`config.mk`:
```
export PLATFORM = sky130hd
export DESIGN_NAME = caller_id_tone_fsk_receiver_ctrl
export DESIGN_NICKNAME = d
export VERILOG_FILES = /design/src/hdl/cid_pkg.sv /design/src/hdl/byte_fifo.sv /design/src/hdl/caller_id_tone_fsk_receiver_ctrl.sv
export SDC_FILE = /design/constraint.sdc
export NUM_CORES = 1
export LEC_CHECK = 0
export ABC_AREA = 1
export BUFFER_PORTS_ARGS = -buffer_cell sky130_fd_sc_hd__buf_2
export CORE_MARGIN = 2
export CORE_UTILIZATION = 54
export CTS_CLUSTER_SIZE = 14
export DETAILED_ROUTE_END_ITERATION = 8
export GPL_ROUTABILITY_DRIVEN = 0
export MAX_ROUTING_LAYER = met4
export PLACE_DENSITY = 0.76
export SLEW_MARGIN = 20
export SYNTH_ARGS = -nofsm -noshare
export SYNTH_HDL_FRONTEND = slang
export SYNTH_SLANG_ARGS = --single-unit
```
`constraint.sdc`:
```
create_clock -name core_clk -period 2.1 [get_ports core_clk]
set_input_delay 0.315 -clock core_clk [delete_from_list [all_inputs] [get_ports core_clk]]
set_output_delay 0.315 -clock core_clk [all_outputs]
set_load 0.05 [all_outputs]
```
`src/hdl/cid_pkg.sv`:
```
package cid_pkg;
   // Core clock and guard-timer tick
   localparam int unsigned CLK_HZ           = 250_000_000;
   localparam int unsigned GUARD_TICK_PS    = 858_000_000;
   localparam int unsigned CLK_PERIOD_PS    = 4_000;
   localparam int unsigned GUARD_TICK_CYC   = GUARD_TICK_PS / CLK_PERIOD_PS;
   // Carrier hysteresis
   localparam int unsigned CARRIER_HYST_US  = 8_000;
   localparam int unsigned CARRIER_HYST_CYC = CARRIER_HYST_US * 250;
   // Baud rate
   localparam int unsigned BAUD_HZ          = 1200;
   localparam int unsigned BAUD_CYC         = CLK_HZ / BAUD_HZ;

   // Internal tuning register indices
   localparam logic [2:0] IDX_ROW_TOL   = 3'h0;
   localparam logic [2:0] IDX_COL_MODE  = 3'h1;
   localparam logic [2:0] IDX_GAIN_AF   = 3'h2;
   localparam logic [2:0] IDX_GAIN_TP   = 3'h3;
   localparam logic [2:0] IDX_HYST_ATP  = 3'h4;
   localparam logic [2:0] IDX_HYST_FF   = 3'h5;
   localparam int unsigned NUM_TUNING   = 6;

   // Field positions
   localparam int unsigned IDX_STROBE_BIT   = 4;
   localparam int unsigned MODE_TONE_BIT    = 4;
   localparam int unsigned PT_RESTART_BIT   = 5;
   localparam int unsigned AT_PAUSE_BIT     = 6;
   localparam int unsigned RES_LOW_SEEN_BIT = 4;
   localparam int unsigned RES_HIGH_SEEN_BIT= 5;
   localparam int unsigned RES_VALID_BIT    = 7;

   localparam logic [7:0] TUNING_RESET  = 8'h00;
   localparam logic [3:0] GAIN_STEP_MAX = 4'hA;

   typedef struct packed {
      logic       tone_pair_present;
      logic [3:0] key_code;
      logic       low_group_seen;
      logic       high_group_seen;
   } tone_front_t;

   typedef struct packed {
      logic band_energy;
      logic bit_value;
      logic bit_strobe;
   } fsk_front_t;
endpackage : cid_pkg

```
`src/hdl/byte_fifo.sv`:
```
`timescale 1ns/1ps
`default_nettype none
module byte_fifo #(
   parameter int unsigned WIDTH = 8,
   parameter int unsigned DEPTH = 16
) (
   input  wire logic             core_clk,
   input  wire logic             rst,
   input  wire logic [WIDTH-1:0] in_data,
   input  wire logic             in_valid,
   output var  logic             in_ready,
   output var  logic [WIDTH-1:0] out_data,
   output var  logic             out_valid,
   input  wire logic             out_ready
);
   localparam int unsigned AW = $clog2(DEPTH);
   logic [WIDTH-1:0] mem_q [DEPTH];
   logic [AW-1:0]    wr_q;
   logic [AW-1:0]    rd_q;
   logic [AW:0]      cnt_q;
   logic             push;
   logic             pop;

   assign in_ready  = (cnt_q != (AW+1)'(DEPTH));
   assign out_valid = (cnt_q != '0);
   assign out_data  = mem_q[rd_q];
   assign push      = in_valid && in_ready;
   assign pop       = out_valid && out_ready;

   always_ff @(posedge core_clk) begin
      if (push) begin
         mem_q[wr_q] <= in_data;
      end
   end

   always_ff @(posedge core_clk) begin
      if (rst) begin
         wr_q  <= '0;
         rd_q  <= '0;
         cnt_q <= '0;
      end else begin
         if (push) begin
            wr_q <= (wr_q == AW'(DEPTH-1)) ? '0 : wr_q + 1'b1;
         end
         if (pop) begin
            rd_q <= (rd_q == AW'(DEPTH-1)) ? '0 : rd_q + 1'b1;
         end
         cnt_q <= cnt_q + (AW+1)'(push) - (AW+1)'(pop);
      end
   end
endmodule : byte_fifo
`default_nettype wire

```
`src/hdl/caller_id_tone_fsk_receiver_ctrl.sv`:
```
// What this block does
// Pair present/absent guards timed like alert tone, from guard regs.
// On decoded tone pair raise valid bit, key code in result low nibble.
// Valid rising edge sets sticky flag; only software clears it.
// Mode bit 4 of column config: 0 decoder, 1 in-band tone detector.
// Tone-detector mode: group-seen bits follow band presence immediately.
// Carrier bit rises after 8 ms presence, falls after over 8 ms absence.
// Demodulated bit shown at 1200 baud with matching bit clock.
// After eight bits load byte register and set byte-ready; design queues byte in buffer, register shows oldest unread byte.
// Byte-ready rising edge sets flag and interrupt; software clears it.
// Data latched into indexed tuning register on rising strobe bit 4.
// Indices 0 to 5 map the six tuning registers.
// Software should load suggested tuning values (far side).
// Row tolerance: upper nibble zero, codes select 0.6/2.5/3.5 percent.
// Column tolerance codes select 0.5/1.5/2.5 percent; bits 2,3 reserved.
// Present-guard counts up; bit 5 makes frequency change restart it.
// Absent-guard up/down, or up-and-pause when config bit 6 set.
// Gain nibbles choose step 0..10, step 5 is 0 dB.
// Hysteresis nibbles set base plus 3 mV per step.
// Guard timer ticks 0.858 ms, restarts at zero, stops at threshold.
// Each receiver runs only with its enable and global enable set.
// Strobe with index 6 or 7 changes no tuning register.
`timescale 1ns/1ps
`default_nettype none
module caller_id_tone_fsk_receiver_ctrl
   import cid_pkg::*;
#(
   parameter int unsigned GUARD_TICK   = GUARD_TICK_CYC,
   parameter int unsigned CARRIER_HYST = CARRIER_HYST_CYC,
   parameter int unsigned BAUD_DIV     = BAUD_CYC,
   parameter int unsigned FIFO_DEPTH   = 16
) (
   input  wire logic        core_clk,
   input  wire logic        rst,
   input  wire logic        caller_ident_global_enable,
   input  wire logic        tone_pair_receiver_enable,
   input  wire logic        fsk_decoder_enable,
   input  wire logic [7:0]  pair_present_guard,
   input  wire logic [7:0]  pair_absent_guard,
   input  wire logic [7:0]  tuning_data,
   input  wire logic [7:0]  tuning_index_strobe,
   input  wire tone_front_t tone_in,
   input  wire fsk_front_t  fsk_in,
   input  wire logic        tone_flag_clear,
   input  wire logic        byte_flag_clear,
   input  wire logic        byte_pop,
   output var  logic [7:0]  tone_result_reg,
   output var  logic        tone_pair_valid_flag,
   output var  logic        carrier_present,
   output var  logic        demod_bit,
   output var  logic        demod_bit_clock,
   output var  logic        byte_ready,
   output var  logic        byte_ready_flag,
   output var  logic        caller_ident_interrupt_flag,
   output var  logic [7:0]  demod_byte_reg,
   output var  logic        byte_avail,
   output var  logic        byte_overrun,
   output var  logic [7:0]  row_tolerance_cfg,
   output var  logic [7:0]  column_tolerance_mode_cfg,
   output var  logic [7:0]  gain_alert_fsk,
   output var  logic [7:0]  gain_tone_pair,
   output var  logic [7:0]  hysteresis_alert_tone_pair,
   output var  logic [7:0]  hysteresis_fsk_filter
);
   function automatic logic [3:0] clamp_step(input logic [3:0] s);
      return (s > GAIN_STEP_MAX) ? GAIN_STEP_MAX : s;
   endfunction : clamp_step

   // Front-end lines come from analogue detectors: two-stage synchronise
   tone_front_t tone_s1_q, tone_s2_q;
   fsk_front_t  fsk_s1_q, fsk_s2_q;
   always_ff @(posedge core_clk) begin
      if (rst) begin
         tone_s1_q <= '0;
         tone_s2_q <= '0;
         fsk_s1_q  <= '0;
         fsk_s2_q  <= '0;
      end else begin
         tone_s1_q <= tone_in;
         tone_s2_q <= tone_s1_q;
         fsk_s1_q  <= fsk_in;
         fsk_s2_q  <= fsk_s1_q;
      end
   end

   logic tone_run, fsk_run;
   assign tone_run = caller_ident_global_enable
                     && tone_pair_receiver_enable;
   assign fsk_run  = caller_ident_global_enable
                     && fsk_decoder_enable;

   // Tuning registers
   logic strobe_prev_q;
   logic strobe_rise;
   logic [2:0] idx;
   assign idx = tuning_index_strobe[2:0];
   assign strobe_rise = tuning_index_strobe[IDX_STROBE_BIT] && !strobe_prev_q;
   always_ff @(posedge core_clk) begin
      if (rst) begin
         strobe_prev_q              <= 1'b0;
         row_tolerance_cfg          <= TUNING_RESET;
         column_tolerance_mode_cfg  <= TUNING_RESET;
         gain_alert_fsk             <= TUNING_RESET;
         gain_tone_pair             <= TUNING_RESET;
         hysteresis_alert_tone_pair <= TUNING_RESET;
         hysteresis_fsk_filter      <= TUNING_RESET;
      end else begin
         strobe_prev_q <= tuning_index_strobe[IDX_STROBE_BIT];
         if (strobe_rise) begin
            unique case (idx)
               IDX_ROW_TOL:  row_tolerance_cfg <= {4'h0, tuning_data[3:0]};
               IDX_COL_MODE: column_tolerance_mode_cfg <= tuning_data;
               IDX_GAIN_AF:  gain_alert_fsk <= {clamp_step(tuning_data[7:4]),
                                                clamp_step(tuning_data[3:0])};
               IDX_GAIN_TP:  gain_tone_pair <= {clamp_step(tuning_data[7:4]),
                                                clamp_step(tuning_data[3:0])};
               IDX_HYST_ATP: hysteresis_alert_tone_pair <= tuning_data;
               IDX_HYST_FF:  hysteresis_fsk_filter <= tuning_data;
               default: ; // Indices 6 and 7 write nothing, see
            endcase
         end
      end
   end

   logic tone_mode, pt_restart, at_pause;
   assign tone_mode  = column_tolerance_mode_cfg[MODE_TONE_BIT];
   assign pt_restart = column_tolerance_mode_cfg[PT_RESTART_BIT];
   assign at_pause   = column_tolerance_mode_cfg[AT_PAUSE_BIT];

   // Guard-time tick divider
   localparam int unsigned TW = $clog2(GUARD_TICK + 1);
   logic [TW-1:0] tick_cnt_q;
   logic          tick;
   assign tick = (tick_cnt_q == TW'(GUARD_TICK - 1));
   always_ff @(posedge core_clk) begin
      if (rst || !tone_run) begin
         tick_cnt_q <= '0;
      end else begin
         tick_cnt_q <= tick ? '0 : tick_cnt_q + 1'b1;
      end
   end

   // Guard timing of the tone pair
   logic       pair_det, pair_det_q, valid_q;
   logic [7:0] pt_cnt_q, at_cnt_q;
   logic [3:0] key_prev_q;
   logic       key_change;
   assign pair_det   = tone_run && !tone_mode && tone_s2_q.tone_pair_present;
   assign key_change = pair_det && pair_det_q
                       && (tone_s2_q.key_code != key_prev_q);
   always_ff @(posedge core_clk) begin
      if (rst) begin
         pair_det_q <= 1'b0;
         key_prev_q <= 4'h0;
         pt_cnt_q   <= 8'h00;
         at_cnt_q   <= 8'h00;
         valid_q    <= 1'b0;
      end else begin
         pair_det_q <= pair_det;
         key_prev_q <= tone_s2_q.key_code;
         if (!valid_q) begin
            at_cnt_q <= 8'h00;
            if ((pair_det && !pair_det_q) || (key_change && pt_restart)) begin
               pt_cnt_q <= 8'h00;
            end else if (pair_det && pt_cnt_q == pair_present_guard) begin
               valid_q <= 1'b1;
            end else if (pair_det && tick) begin
               pt_cnt_q <= pt_cnt_q + 8'h01;
            end
         end else begin
            pt_cnt_q <= 8'h00;
            if (!pair_det && at_cnt_q == pair_absent_guard) begin
               valid_q <= 1'b0;
            end else if (tick) begin
               if (!pair_det) begin
                  at_cnt_q <= at_cnt_q + 8'h01;
               end else if (!at_pause && at_cnt_q != 8'h00) begin
                  at_cnt_q <= at_cnt_q - 8'h01;
               end
            end
         end
      end
   end

   // Tone result and flag
   logic valid_prev_q;
   always_ff @(posedge core_clk) begin
      if (rst) begin
         valid_prev_q         <= 1'b0;
         tone_result_reg      <= 8'h00;
         tone_pair_valid_flag <= 1'b0;
      end else begin
         valid_prev_q <= valid_q;
         tone_result_reg[RES_VALID_BIT] <= valid_q;
         tone_result_reg[6] <= 1'b0;
         tone_result_reg[RES_HIGH_SEEN_BIT] <= tone_run && tone_mode
                                               && tone_s2_q.high_group_seen;
         tone_result_reg[RES_LOW_SEEN_BIT]  <= tone_run && tone_mode
                                               && tone_s2_q.low_group_seen;
         if (valid_q && !valid_prev_q) begin
            tone_result_reg[3:0] <= tone_s2_q.key_code;
         end
         if (valid_q && !valid_prev_q) begin
            tone_pair_valid_flag <= 1'b1; // Set wins over clear, see
         end else if (tone_flag_clear) begin
            tone_pair_valid_flag <= 1'b0;
         end
      end
   end

   // Carrier detect with hysteresis, one cycle longer to fall than to rise
   localparam int unsigned CW = $clog2(CARRIER_HYST + 2);
   logic [CW-1:0] car_cnt_q;
   logic          energy;
   assign energy = fsk_run && fsk_s2_q.band_energy;
   always_ff @(posedge core_clk) begin
      if (rst) begin
         car_cnt_q       <= '0;
         carrier_present <= 1'b0;
      end else if (energy == carrier_present) begin
         car_cnt_q <= '0;
      end else if (!carrier_present && car_cnt_q == CW'(CARRIER_HYST - 1)) begin
         carrier_present <= 1'b1;
         car_cnt_q       <= '0;
      end else if (carrier_present && car_cnt_q == CW'(CARRIER_HYST)) begin
         carrier_present <= 1'b0; // Strictly more than 8 ms, see
         car_cnt_q       <= '0;
      end else begin
         car_cnt_q <= car_cnt_q + 1'b1;
      end
   end

   // Bit demodulation: sample at each front-end bit strobe, clock high half
   localparam int unsigned BW = $clog2(BAUD_DIV + 1);
   logic [BW-1:0] baud_cnt_q;
   logic          strobe_prev2_q, bit_take;
   logic [2:0]    bit_cnt_q;
   logic [7:0]    shift_q;
   logic          byte_push;
   assign bit_take = fsk_run && carrier_present
                     && fsk_s2_q.bit_strobe && !strobe_prev2_q;
   always_ff @(posedge core_clk) begin
      if (rst) begin
         strobe_prev2_q  <= 1'b0;
         baud_cnt_q      <= '0;
         demod_bit       <= 1'b0;
         demod_bit_clock <= 1'b0;
         bit_cnt_q       <= 3'h0;
         shift_q         <= 8'h00;
         byte_push       <= 1'b0;
      end else begin
         strobe_prev2_q <= fsk_s2_q.bit_strobe;
         byte_push      <= 1'b0;
         if (bit_take) begin
            demod_bit       <= fsk_s2_q.bit_value;
            demod_bit_clock <= 1'b1;
            baud_cnt_q      <= BW'(BAUD_DIV / 2);
            shift_q   <= {fsk_s2_q.bit_value, shift_q[7:1]};
            bit_cnt_q <= bit_cnt_q + 3'h1;
            if (bit_cnt_q == 3'h7) begin
               byte_push <= 1'b1;
            end
         end else if (baud_cnt_q != '0) begin
            baud_cnt_q <= baud_cnt_q - 1'b1;
            if (baud_cnt_q == BW'(1)) begin
               demod_bit_clock <= 1'b0;
            end
         end
         if (!fsk_run || !carrier_present) begin
            bit_cnt_q <= 3'h0; // Partial byte dropped at carrier loss
         end
      end
   end

   // Byte buffer between demodulator and register
   logic [7:0] fifo_data;
   logic       fifo_valid, fifo_in_ready, byte_ready_prev_q;
   byte_fifo #(.WIDTH(8), .DEPTH(FIFO_DEPTH)) u_fifo (
      .core_clk  (core_clk),
      .rst       (rst),
      .in_data   (shift_q),
      .in_valid  (byte_push),
      .in_ready  (fifo_in_ready),
      .out_data  (fifo_data),
      .out_valid (fifo_valid),
      .out_ready (byte_pop)
   );

   always_ff @(posedge core_clk) begin
      if (rst) begin
         demod_byte_reg    <= 8'h00;
         byte_ready        <= 1'b0;
         byte_ready_prev_q <= 1'b0;
         byte_avail        <= 1'b0;
         byte_overrun      <= 1'b0;
      end else begin
         demod_byte_reg    <= fifo_data;
         byte_ready        <= byte_push;
         byte_ready_prev_q <= byte_ready;
         byte_avail        <= fifo_valid;
         if (byte_push && !fifo_in_ready) begin
            byte_overrun <= 1'b1; // Full buffer: byte lost, sticky
         end else if (byte_flag_clear) begin
            byte_overrun <= 1'b0;
         end
      end
   end

   always_ff @(posedge core_clk) begin
      if (rst) begin
         byte_ready_flag             <= 1'b0;
         caller_ident_interrupt_flag <= 1'b0;
      end else if (byte_ready && !byte_ready_prev_q) begin
         byte_ready_flag             <= 1'b1; // Set wins, see
         caller_ident_interrupt_flag <= 1'b1;
      end else if (byte_flag_clear) begin
         byte_ready_flag             <= 1'b0;
         caller_ident_interrupt_flag <= 1'b0;
      end
   end
endmodule : caller_id_tone_fsk_receiver_ctrl
`default_nettype wire

```
* Word-level counts from Yosys, hierarchy flattened
Memories as Yosys holds them, arrays and structs flattened. A register that Yosys moved wholly into a read port is not among the register bits. Cells that the tools add are included.
Operators by class: reduce and logical (&&, ||, !) cells 69, eq/ne operators 18, add/subtract/negate cells 11, muxes and demuxes 25, order comparisons 2, bitwise operators 5
Operators with widths (number):
- $eq A21 B21 Y1 const B | 2
- $mux W17 | 2
- $logic_and A1 B1 Y1 | 27
- $add A21 B1 Y21 const B | 1
- $add A18 B1 Y18 const B | 1
- $eq A18 B1 Y1 const B | 1
- $eq A18 B18 Y1 const B | 1
- $reduce_and A2 Y1 | 9
- $reduce_bool A18 Y1 | 1
- $sub A18 B1 Y18 const B | 1
- $mux W1 | 17
- $add A8 B1 Y8 const B | 2
- $eq A8 B8 Y1 | 2
- $mux W4 | 4
- $mux W8 | 2
- $logic_not A1 Y1 | 12
- $reduce_bool A2 Y1 | 6
- $reduce_or A2 Y1 | 5
- $eq A3 B3 Y1 const B | 3
- $add A4 B1 Y4 const B | 2
- $eq A4 B4 Y1 const B | 2
- $gt A4 B4 Y1 const B | 2
- $reduce_bool A8 Y1 | 1
- $sub A8 B1 Y8 const B | 1
- other kinds (16) | 23
Word-level totals: memories 1, flip-flop bits (word level) 188, bits in writable memories 128, logic and storage cells 181
Memories:
- u_fifo.mem_q | words 16, width 8, rd ports 1, clocked after Yosys merged registers in 1, wr ports 1, RTL line byte_fifo.sv:17 | logic [WIDTH-1:0] mem_q [DEPTH];

* Longest topological paths before layout
Gate-level depths: netlist of run 1.
depth in word-level cells 9, mapped depth 15

* By module
From an unflattened synthesis of run 1, not the netlist that was laid out.
Unflattened totals: cells, all modules 1709, area total of the unflattened synthesis 14430.1 µm²
Modules (own cells, without submodules):
- caller_id_tone_fsk_receiver_ctrl | cells an instance 1100, instances 1, sequential area each 3603.5 µm², area an instance 8131.5 µm²
- byte_fifo | cells an instance 609, instances 1, sequential area each 4184.0 µm², area an instance 6298.5 µm²

* Least setup slack after synthesis of run 1
Ideal clock, no wire load.
path kind flip-flop to flip-flop, start register u_fifo.cnt_q[3], end register u_fifo.cnt_q[4], setup time 0.125 ns, cell stages (with the launch flop) 14, slack -0.151 ns, arrival 2.126 ns, cell sequence dfxtp_1 -> inv_1 -> ha_1 -> nand4_1 -> nand2_1 -> inv_1 -> ha_1 -> inv_1 -> ha_1 -> fa_1 -> a21oi_1 -> o21ai_0 -> o21ai_0 -> a21oi_1
Between the ends: elaborated cells between the ends (all ways) 6, classes of those cells 2 x add/sub; 1 x eq/ne; 3 x reduce/logical
RTL lines:
- start, declared | RTL line byte_fifo.sv:20 | logic [AW:0] cnt_q;
- start signal, assigned | RTL line byte_fifo.sv:48 | cnt_q <= cnt_q + (AW+1)'(push) - (AW+1)'(pop);
- $reduce_bool A5 Y1 | RTL line byte_fifo.sv:25 | assign out_valid = (cnt_q != '0);
- $logic_and A1 B1 Y1 | RTL line byte_fifo.sv:28 | assign pop = out_valid && out_ready;
- net u_fifo.pop | RTL line byte_fifo.sv:22 | logic pop;
- $sub A5 B1 Y5 | RTL line byte_fifo.sv:48
The timed path passes the listed nets, and every way through them passes these cells. A chain may end at the register's enable or synchronous reset.

* Worst setup path in the final report of run 1
start register u_fifo.cnt_q[2], end register u_fifo.cnt_q[4]
Same word-level chain as after synthesis.

==> run summary, run 1 <==
status -> finished, violations left
failing checks -> negative setup slack
max-slew violations -> 0
Routed Antenna Nets -> 0
first-pass GRT wire length -> 50.6 mm
Cell Count, Final, Fillers Out -> 2066
nets -> 1788
antenna violations before repair -> 0
max incr delay on CP -> 0.35 ns
worst r2r src -> u_fifo.cnt_q[2]
sequential fraction of the synthesis area -> 55.6%
final wirelength -> 31.3 mm
Sink Count -> 321
FF-to-FF setup slack -> -0.04 ns
# port buffers -> 113
Reg clk slew, reported paths -> 0.06 ns
Worst Skew -> 0.0203 ns
initial drt markers -> 847
number of synthesized flops with an enable pin -> 128
Yosys reg bits -> 321
final worst-path cycle share -> 102%
syn avg cell area -> 8.95 µm²
IO Count -> 123
Setup Total Neg Slack -> -0.0366 ns
residual DRC count -> 0
fin crit period -> 2.14 ns
CP most frequent cell -> ha_4
RSZ-0062 raised after global routing -> yes
largest net degree at the start of global routing -> 61
worst r2r path cells -> 13
multi-input logic area -> 0.00527 mm²
hold path depth -> 3
slew of the pin with the lowest slew margin -> 0.710 ns
slowest CP cell -> fa_2
Fill cells -> 1989
vias in the first global route -> 10500
critical path cell sequence -> inv_2, ha_4, nand4_1, nand2_2, inv_2, ha_4, inv_4, ha_4, fa_2, a21oi_2, o21ai_2, o21ai_1, a21oi_1
die area -> 0.0270 mm²
Die W -> 164 µm
total CTS buffers -> 34
critical path type -> register to register
Initial Util -> 55.0%
Skew-Pair Late Insertion Delay -> 0.53 ns
Rows -> 58
Buf+Inv Stages, Crit Path -> 3
via count -> 10900
WL/cell -> 15.1 µm
max-capacitance violation count -> 0
hold path startpoint -> tone_in[3]
Post-Syn Instances -> 1549
Setup WS pre-CTS -> -0.126 ns
Detail Placement HPWL -> 20.6 mm
Power Dens Cells -> 1050 mW/mm²
vias per inst -> 5.29
Most flops, register -> u_fifo.mem_q
Worst setup startpoint -> u_fifo.cnt_q[2]
H-Tree Depth -> 2
synth unique cells -> 49
Min-Delay Path Class -> primary input to register
drt pass-1 iters -> 5
Hold Violations, Final -> 0
Worst IR Drop VDD -> 638 µV
Synth Warn # -> 0
# setup viols final -> 1
fraction of layout cells with a size suffix above 1 -> 18.1%
Post-synth ARST share -> 0%
Mapped Area -> 0.0139 mm²
Largest regs -> u_fifo.mem_q (128), car_cnt_q (21)
CP delay by family, top -> adder cells
Rel. slew slack -> 52.6%
area grow syn2layout -> 18.3%
CTS tree -> done
crit start category -> register
CP max FO -> 2
placed cells -> 1986
max reg flops -> 128
leakage -> 6.59 nW
CP required -> 2.50 ns
Clock Tree Buf Depth -> 3
Hold WS -> 0.0105 ns
grt ovf -> 0
highest clock rate -> 0.468 GHz
Reg area -> 0.00771 mm²
R2R Path End -> u_fifo.cnt_q[4]
GRT Overall Usage -> 24.1%
CORE AREA -> 0.0252 mm²
Worst Slack Setup Final -> -0.0366 ns
ant diodes -> 0
Primary FF master, synth -> dfxtp_1
clock root cell -> clkbuf_16
hold path endpoint -> tone_s1_q[3]
die height -> 164 µm
Crit. End Element -> register
CP Data Arrival Time -> 2.53 ns
-- cells in the mapped netlist (2+ instances only) --
library cell	n	area share [%]
clkbuf_1	18	0.49
edfxtp_1	128	28
buf_2	23	0.83
buf_4	11	0.60
o21ai_1	9	0.32
fa_1	2	0.29
nand2_4	3	0.24
nor2_2	15	0.68
nor3_2	9	0.65
xor2_1	34	2.1
nand3b_1	7	0.38
inv_1	161	4.4
dfxtp_1	193	28
nand2_2	3	0.14
nand4_1	21	0.95
ha_1	26	2.3
o22ai_1	26	1.2
nor2_1	237	6.4
o211ai_1	16	0.87
nor3_1	16	0.58
inv_2	15	0.41
nor3b_1	2	0.11
o21ai_0	121	4.4
a21oi_1	108	3.9
a31oi_1	10	0.45
nand3_2	4	0.29
buf_1	2	0.054
nand3_4	2	0.25
xnor2_1	18	1.1
or2_2	6	0.27
or2_0	2	0.090
nand3_1	62	2.2
nand2_1	219	5.9
nor2_4	5	0.41
-- repair_timing --
item	4_1_cts	5_1_grt
buffers inserted	14	2
endpoints found under the setup margin	3	4
gates resized for setup	16	1
endpoints found under the hold margin	4	0
pin swaps	9	7
hold buffers	4	0
-- through the flow --
step	util, %	total power, W	instance area, µm²
global route	65.1	0.0180	16400
CTS	65.1	0.0172	16400
global placement	59.3	0.0101	14900
finish	65.1	0.0172	16400
detailed placement	59.3	0.0102	14900
floorplan	-	0.00942	13900
-- how the worst max path moves through the flow --
stage	slack, ns	depth (start not counted)	end
after floorplan	-0.03	13	u_fifo.cnt_q[4]
after global placement	-0.06	13	u_fifo.cnt_q[4]
after detailed placement	-0.13	13	u_fifo.cnt_q[4]
after CTS	-0.07	13	u_fifo.cnt_q[4]
after global routing	-0.14	13	u_fifo.cnt_q[4]
final	-0.04	13	u_fifo.cnt_q[4]
-- routing by layer --
metal  vias to the layer above  wire, µm  track usage (%)
li1                       5444         -                -
met1                      5095     13800             30.5
met2                       295     14800             38.9
met3                        91      1650             3.99
met4                         0      1100             9.01
met5                         -         0                -
-- power by group --
part | internal (W) | switching [W] | leakage [nW] | total (W)
Combinational | 0.00138 | 0.00230 | 3.25 | 0.00368
Clock | 0.00412 | 0.00248 | 0.626 | 0.00660
Sequential | 0.00672 | 0.000168 | 2.72 | 0.00688
-- final cells by class --
cell class,count,area share (%)
clock buffers,44,6.10
multi-input cells,999,32.1
flip-flops and latches,321,47.0
clock inverters,18,1.56
repair buffers,176,6.59
well taps,330,2.52
inverters,178,4.10
-- layout by cell type, fill, tap and decap left out, drive strengths merged, types with 2 or more instances in the layout --
master | netlist | layout
bufinv | 0 | 6
clkinv | 1 | 11
ha | 26 | 26
fa | 2 | 2
edfxtp | 128 | 128
dfxtp | 193 | 193
nand3b | 8 | 8
o211ai | 16 | 16
nand4 | 21 | 21
o21ai | 131 | 131
nand3 | 68 | 68
xor2 | 34 | 34
nor3b | 3 | 3
a21oi | 108 | 108
buf | 37 | 172
clkbuf | 18 | 44
nor3 | 26 | 26
a31oi | 10 | 10
inv | 177 | 179
dlygate4sd3 | 0 | 4
xnor2 | 18 | 18
o22ai | 26 | 26
nand2 | 225 | 225
conb | 1 | 5
nor2 | 258 | 258
or2 | 9 | 9
-- logic make-up after synthesis --
kind of cell / after synthesis / synth area share (%)
AOI/OAI and AO/OA: 294 / 11.3
adders and majority gates: 28 / 2.64
DFF: 321 / 55.6
xor gates and xnor gates: 52 / 3.29
buffers and inverters: 233 / 6.89
other: 1 / 0.0271
and+or+nand+nor: 620 / 20.2
-- worst min-delay path, cell delays in order --
cell and delay (ns):
buf_2 0.09, inv_1 0.04, nor2_1 0.03
No activity file was read; power rests on OpenSTA's default activity.
==> run 2: changes to the inputs <==
--- a/config.mk
+++ b/config.mk
@@ -5,15 +5,14 @@
 export SDC_FILE = /design/constraint.sdc
 export NUM_CORES = 1
 export LEC_CHECK = 0
-export ABC_AREA = 1
 export BUFFER_PORTS_ARGS = -buffer_cell sky130_fd_sc_hd__buf_2
 export CORE_MARGIN = 2
-export CORE_UTILIZATION = 54
+export CORE_UTILIZATION = 53
 export CTS_CLUSTER_SIZE = 14
 export DETAILED_ROUTE_END_ITERATION = 8
 export GPL_ROUTABILITY_DRIVEN = 0
 export MAX_ROUTING_LAYER = met4
-export PLACE_DENSITY = 0.76
+export PLACE_DENSITY = 0.75
 export SLEW_MARGIN = 20
 export SYNTH_ARGS = -nofsm -noshare
 export SYNTH_HDL_FRONTEND = slang
==> run summary, run 2 <==
Rows -> 57 (was 58)
Rel. slew slack -> 49.6% (was 52.6%)
sequential share of power -> 42.7% (was 40.1%)
total CTS buffers -> 35 (was 34)
nets -> 1389 (was 1788)
Sink Count -> 321 (unchanged)
Internal Power -> 0.0119 W (was 0.0122 W)
Detail Placement HPWL -> 19.4 mm (was 20.6 mm)
Worst Skew -> 0.0153 ns (was 0.0203 ns)
first-pass GRT wire length -> 46.1 mm (was 50.6 mm)
slew of the pin with the lowest slew margin -> 0.755 ns (was 0.710 ns)
Initial Util -> 54.4% (was 55.0%)
critical path cell sequence -> inv_2, ha_4, nor4b_4, nor2b_2, ha_4, inv_2, ha_4, fa_2, a21oi_2, nor2_1, nor2_1, xnor2_1, nor2_1 (was inv_2, ha_4, nand4_1, nand2_2, inv_2, ha_4, inv_4, ha_4, fa_2, a21oi_2, o21ai_2, o21ai_1, a21oi_1)
clock group share of total power -> 38.5% (was 38.4%)
Skew-Pair Late Insertion Delay -> 0.52 ns (was 0.53 ns)
H-Tree Depth -> 2 (unchanged)
Min-Delay Path Class -> primary input to register (unchanged)
Comb pwr share -> 18.8% (was 21.5%)
Sw Share -> 26.4% (was 28.8%)
status -> finished, violations left (unchanged)
leakage -> 6.17 nW (was 6.59 nW)
antenna violations before repair -> 0 (unchanged)
GRT Overall Usage -> 22.4% (was 24.1%)
final wirelength -> 28.8 mm (was 31.3 mm)
sequential fraction of the synthesis area -> 57.9% (was 55.6%)
ant diodes -> 0 (unchanged)
synth unique cells -> 67 (was 49)
highest clock rate -> 0.442 GHz (was 0.468 GHz)
area grow syn2layout -> 21.5% (was 18.3%)
Power Dens Cells -> 1000 mW/mm² (was 1050 mW/mm²)
residual DRC count -> 0 (unchanged)
CP Data Arrival Time -> 2.65 ns (was 2.53 ns)
max incr delay on CP -> 0.34 ns (was 0.35 ns)
die height -> 162 µm (was 164 µm)
RSZ-0062 raised after global routing -> yes (unchanged)
CORE AREA -> 0.0245 mm² (was 0.0252 mm²)
final worst-path cycle share -> 108% (was 102%)
CP delay by family, top -> adder cells (unchanged)
# port buffers -> 113 (unchanged)
Worst IR Drop VDD -> 841 µV (was 638 µV)
vias per inst -> 5.59 (was 5.29)
placed inst area -> 0.0147 mm² (was 0.0149 mm²)
slowest CP cell -> fa_2 (unchanged)
drt pass-1 iters -> 4 (was 5)
Worst Slack Setup Final -> -0.164 ns (was -0.0366 ns)
most instantiated cells after synthesis -> 193 x dfxtp_1, 133 x nor2_1, 128 x edfxtp_1, 51 x a21oi_1, 51 x mux2i_1 (was 237 x nor2_1, 219 x nand2_1, 193 x dfxtp_1, 161 x inv_1, 128 x edfxtp_1)
Synth Warn # -> 0 (unchanged)
Crit. End Element -> register (unchanged)
max-slew violations -> 0 (unchanged)
CP max FO -> 2 (unchanged)
crit start category -> register (unchanged)
syn avg cell area -> 11.8 µm² (was 8.95 µm²)
most common cell after layout, fill and taps aside -> dfxtp_1 (was nor2_1)
fin crit period -> 2.26 ns (was 2.14 ns)
Largest regs -> u_fifo.mem_q (128), car_cnt_q (21) (unchanged)
Primary FF master, synth -> dfxtp_1 (unchanged)
grt ovf -> 0 (unchanged)
IO Count -> 123 (unchanged)
Mapped Area -> 0.0133 mm² (was 0.0139 mm²)
failing checks -> negative setup slack (unchanged)
Clock Tree Buf Depth -> 3 (unchanged)
vias in the first global route -> 9220 (was 10500)
Most flops, register -> u_fifo.mem_q (unchanged)
WL/cell -> 17.3 µm (was 15.1 µm)
fraction of layout cells with a size suffix above 1 -> 25.2% (was 18.1%)
Post-synth ARST share -> 0% (unchanged)
max-capacitance violation count -> 0 (unchanged)
post-synth top area share -> 29.0% (was 27.9%)
Reg clk slew, reported paths -> 0.06 ns (about the same)
via count -> 9286 (was 10900)
largest area contributor in the netlist -> dfxtp_1 (unchanged)
largest cells by area after synthesis -> dfxtp_1 29%, edfxtp_1 29%, mux4_2 5.4% (was dfxtp_1 28%, edfxtp_1 28%, nor2_1 6.4%)
most frequent cell after synthesis -> dfxtp_1 (was nor2_1)
switching pwr -> 0.00428 W (was 0.00495 W)
fin area -> 0.0162 mm² (was 0.0164 mm²)
Buf+Inv Stages, Crit Path -> 2 (was 3)
Post-Syn Instances -> 1130 (was 1549)
max reg flops -> 128 (unchanged)
CP required -> 2.49 ns (was 2.50 ns)
CTS tree -> done (unchanged)
Post-CTS Hold Buffers -> 0 (was 4)
Hold Violations, Final -> 0 (unchanged)
Setup Total Neg Slack -> -0.200 ns (was -0.0366 ns)
initial drt markers -> 663 (was 847)
Yosys reg bits -> 321 (unchanged)
commonest cells after routing, fill and taps aside -> 189 x dfxtp_1, 133 x nor2_1, 128 x edfxtp_1 (was 237 x nor2_1, 217 x nand2_1, 189 x dfxtp_1)
critical path type -> register to register (unchanged)
clock root cell -> clkbuf_16 (unchanged)
number of synthesized flops with an enable pin -> 128 (unchanged)
# setup viols final -> 2 (was 1)
die area -> 0.0264 mm² (was 0.0270 mm²)
Routed Antenna Nets -> 0 (unchanged)
Die W -> 162 µm (was 164 µm)
largest net degree at the start of global routing -> 50 (was 61)
==> run 2: area by class of cell <==
| cell class | instances | area, µm² |
|---|---|---|
| flip-flops and latches | 321 | 7710 |
| clock inverters | 14 | 164 |
| inverters | 26 | 103 |
| clock buffers | 49 | 1030 |
| well taps | 324 | 405 |
| repair buffers | 199 | 1270 |
| multi-input cells | 728 | 5480 |
| fillers | 1810 | 8300 |
==> run 2: layer usage <==
layer / track usage [%] / wire [µm]
met3: 3.28 / 1480
met2: 38.5 / 14600
met5: - / 0
met4: 6.32 / 529
met1: 27.9 / 12200
==> run 2: power groups by stage <==
| stage | combinational, W | clock, W | sequential, W |
|---|---|---|---|
| after floorplan | 0.00195 | 0 | 0.00710 |
| after global placement | 0.00273 | 0 | 0.00701 |
| after detailed placement | 0.00279 | 0 | 0.00703 |
| after CTS | 0.00290 | 0.00633 | 0.00690 |
| after global routing | 0.00337 | 0.00659 | 0.00695 |
| final | 0.00304 | 0.00622 | 0.00691 |
==> run 2: path summary, 6_finish.rpt <==
check	from	endpoint	slack [ns]	cells past startpoint
worst min register to register	fsk_s1_q[2]	fsk_s2_q[2]	0.43	1
worst min-delay path	tone_in[4]	tone_s1_q[4]	0.02	2
worst max register to register	u_fifo.cnt_q[2]	u_fifo.cnt_q[4]	-0.16	13
worst max-delay path	u_fifo.cnt_q[2]	u_fifo.cnt_q[4]	-0.16	13
==> run 2: per-stage QoR <==
stage                     hold slack (ns)  setup WS (ns)  utilization [%]  power, W  instances
after floorplan                     0.413         -0.199                -   0.00905       1134
after global routing               0.0303         -0.300             66.1    0.0169       1661
after detailed placement            0.420         -0.232             60.3   0.00982       1586
after global placement              0.418         -0.164             60.3   0.00974       1586
after CTS                         0.00559         -0.139             65.5    0.0161       1655
final                              0.0169         -0.164             66.1    0.0162       1661
==> run 2: cells by family (layout without fill, tap and decap cells) <==
kind of cell             Yosys count  after routing  synth area share, %
AO/OA/AOI/OAI                    142            142                 6.78
XOR/XNOR                          73             73                 4.81
adder cells (fa/ha/maj)           28             28                 2.75
buffers and inverters             85            288                 2.76
flip-flops                       321            321                 57.9
multiplexers                      84             84                 9.34
other                              1              5               0.0282
AND/OR/NAND/NOR                  396            396                 15.6
==> run 2: what timing repair did <==
action                                 4_1_cts  5_1_grt
resized for setup                            4       20
buffers inserted                             6        6
cloned                                       0        0
endpoints found under the hold margin        0        0
setup endpoints to repair                    4       62
pin swaps                                    9       12
==> run 3: changes to the inputs <==
--- a/config.mk
+++ b/config.mk
@@ -6,7 +6,6 @@
 export NUM_CORES = 1
 export LEC_CHECK = 0
 export BUFFER_PORTS_ARGS = -buffer_cell sky130_fd_sc_hd__buf_2
-export CORE_MARGIN = 2
 export CORE_UTILIZATION = 53
 export CTS_CLUSTER_SIZE = 14
 export DETAILED_ROUTE_END_ITERATION = 8
==> run summary, run 3 (same netlist as run 2, synthesis figures left out) <==
worst r2r src -> u_fifo.cnt_q[3] (was u_fifo.cnt_q[2])
Internal Power -> 0.0112 W (was 0.0119 W)
Min-Delay Path Class -> primary input to register (unchanged)
fraction of layout cells with a size suffix above 1 -> 25.6% (was 25.2%)
Sink Count -> 321 (unchanged)
max reg flops -> 128 (unchanged)
commonest cells after routing, fill and taps aside -> 188 x dfxtp_1, 133 x nor2_1, 128 x edfxtp_1 (was 189 x dfxtp_1, 133 x nor2_1, 128 x edfxtp_1)
Worst setup startpoint -> u_fifo.cnt_q[3] (was u_fifo.cnt_q[2])
Skew-Pair Late Insertion Delay -> 0.56 ns (was 0.52 ns)
hold path startpoint -> tone_in[2] (was tone_in[4])
IO Count -> 123 (unchanged)
status -> finished, violations left (unchanged)
largest net degree at the start of global routing -> 50 (unchanged)
Power Dens Cells -> 951 mW/mm² (was 1000 mW/mm²)
grt ovf -> 0 (unchanged)
residual DRC count -> 0 (unchanged)
Clock Tree Buf Depth -> 3 (unchanged)
final worst-path cycle share -> 105% (was 108%)
# setup viols final -> 4 (was 2)
initial drt markers -> 630 (was 663)
area grow syn2layout -> 21.3% (was 21.5%)
vias per inst -> 5.56 (was 5.59)
total CTS buffers -> 31 (was 35)
placed inst area -> 0.0147 mm² (about the same)
Most flops, register -> u_fifo.mem_q (unchanged)
Worst Slack Setup Final -> -0.115 ns (was -0.164 ns)
Rows -> 57 (unchanged)
# port buffers -> 113 (unchanged)
die height -> 160 µm (was 162 µm)
first-pass GRT wire length -> 46.1 mm (about the same)
Hold Violations, Final -> 0 (unchanged)
CTS tree -> done (unchanged)
CP required -> 2.53 ns (was 2.49 ns)
fin util -> 66.0% (was 66.1%)
CORE AREA -> 0.0245 mm² (unchanged)
switching pwr -> 0.00414 W (was 0.00428 W)
hold path depth -> 2 (unchanged)
Largest regs -> u_fifo.mem_q (128), car_cnt_q (21) (unchanged)
CP max FO -> 2 (unchanged)
fin crit period -> 2.22 ns (was 2.26 ns)
Sw Share -> 27.0% (was 26.4%)
Worst Skew -> 0.0177 ns (was 0.0153 ns)
Die W -> 160 µm (was 162 µm)
nets -> 1398 (was 1389)
fin area -> 0.0161 mm² (was 0.0162 mm²)
Reg clk slew, reported paths -> 0.06 ns (about the same)
Worst IR Drop VDD -> 735 µV (was 841 µV)
slew of the pin with the lowest slew margin -> 0.721 ns (was 0.755 ns)
WL/cell -> 17.4 µm (was 17.3 µm)
Hold WS -> 0.0281 ns (was 0.0169 ns)
Routed Antenna Nets -> 0 (unchanged)
critical path type -> register to register (unchanged)
most common cell after layout, fill and taps aside -> dfxtp_1 (unchanged)
max-slew violations -> 0 (unchanged)
Cell Count, Final, Fillers Out -> 1670 (was 1661)
antenna violations before repair -> 1 (was 0)
leakage -> 6.12 nW (was 6.17 nW)
Initial Util -> 54.4% (unchanged)
H-Tree Depth -> 1 (was 2)
clock root cell -> clkbuf_16 (unchanged)
Rel. slew slack -> 51.7% (was 49.6%)
Crit. End Element -> register (unchanged)
clock group share of total power -> 35.6% (was 38.5%)
sequential share of power -> 45.0% (was 42.7%)
via count -> 9281 (was 9286)
RSZ-0062 raised after global routing -> yes (unchanged)
CP Data Arrival Time -> 2.64 ns (was 2.65 ns)
Setup WS pre-CTS -> -0.187 ns (was -0.232 ns)
Comb pwr share -> 19.4% (was 18.8%)
die area -> 0.0257 mm² (was 0.0264 mm²)
Detail Placement HPWL -> 19.2 mm (was 19.4 mm)
vias in the first global route -> 9088 (was 9220)
placed cells -> 1588 (was 1586)
final wirelength -> 29.1 mm (was 28.8 mm)
GRT Overall Usage -> 22.8% (was 22.4%)
crit start category -> register (unchanged)
highest clock rate -> 0.451 GHz (was 0.442 GHz)
failing checks -> negative setup slack (unchanged)
max-capacitance violation count -> 0 (unchanged)
worst r2r path cells -> 13 (unchanged)
drt pass-1 iters -> 5 (was 4)
[run 3: power groups by stage]
| stage | clock (W) | sequential, W | combinational (W) |
|---|---|---|---|
| floorplan | 0 | 0.00710 | 0.00195 |
| global placement | 0 | 0.00701 | 0.00271 |
| detailed placement | 0 | 0.00702 | 0.00276 |
| CTS | 0.00555 | 0.00689 | 0.00289 |
| global route | 0.00579 | 0.00693 | 0.00327 |
| finish | 0.00546 | 0.00690 | 0.00298 |
[run 3: stage by stage]
step / TNS (ns) / total power, W
3_3_place_gp: -0.256 / 0.00972
2_1_floorplan: -0.591 / 0.00905
3_5_place_dp: -0.392 / 0.00979
5_1_grt: -0.673 / 0.0160
6_report: -0.202 / 0.0153
4_1_cts: -0.195 / 0.0153
[run 3: path summary, 6_finish.rpt]
path | slack (ns) | end
worst min register to register | 0.44 | fsk_s2_q[2]
worst min-delay path | 0.03 | tone_s1_q[2]
worst max register to register | -0.12 | u_fifo.cnt_q[4]
worst max-delay path | -0.12 | u_fifo.cnt_q[4]
[run 3: routing by layer]
layer  share of wire (%)  up-vias  GRT usage [%]
met5                   0        -              -
li1                    -     4466              -
met1                  44     4537           29.0
met2                  50      230           37.9
met4                 1.8        0           7.06
met3                 4.1       48           2.94
[run 3: area by class of cell]
| type | instances | area [µm²] |
|---|---|---|
| Clock inverter | 20 | 184 |
| Multi-Input combinational cell | 729 | 5530 |
| Sequential cell | 321 | 7720 |
| Clock buffer | 38 | 822 |
| Tap cell | 324 | 405 |
| Antenna cell | 1 | 2.50 |
| Fill cell | 1783 | 8330 |
| Inverter | 26 | 103 |
| Timing Repair Buffer | 211 | 1370 |
[run 3: timing repair]
item,CTS,global route
pin swaps,9,23
resized for setup,9,26
hold endpoints to repair,8,0
setup endpoints to repair,4,45
setup buffers,4,11
gates cloned,0,1
hold buffers,8,0
[run 3: worst max-delay path: stages, from the launching register on]
cell and delay (ns):
dfxtp_2 0.32, inv_2 0.07, ha_4 0.13, nor4b_4 0.21
nor2b_2 0.10, ha_4 0.27, inv_2 0.03, ha_4 0.15
fa_2 0.34, a21oi_2 0.12, nor2_1 0.05, nor2_1 0.13
xnor2_1 0.13, nor2_1 0.05
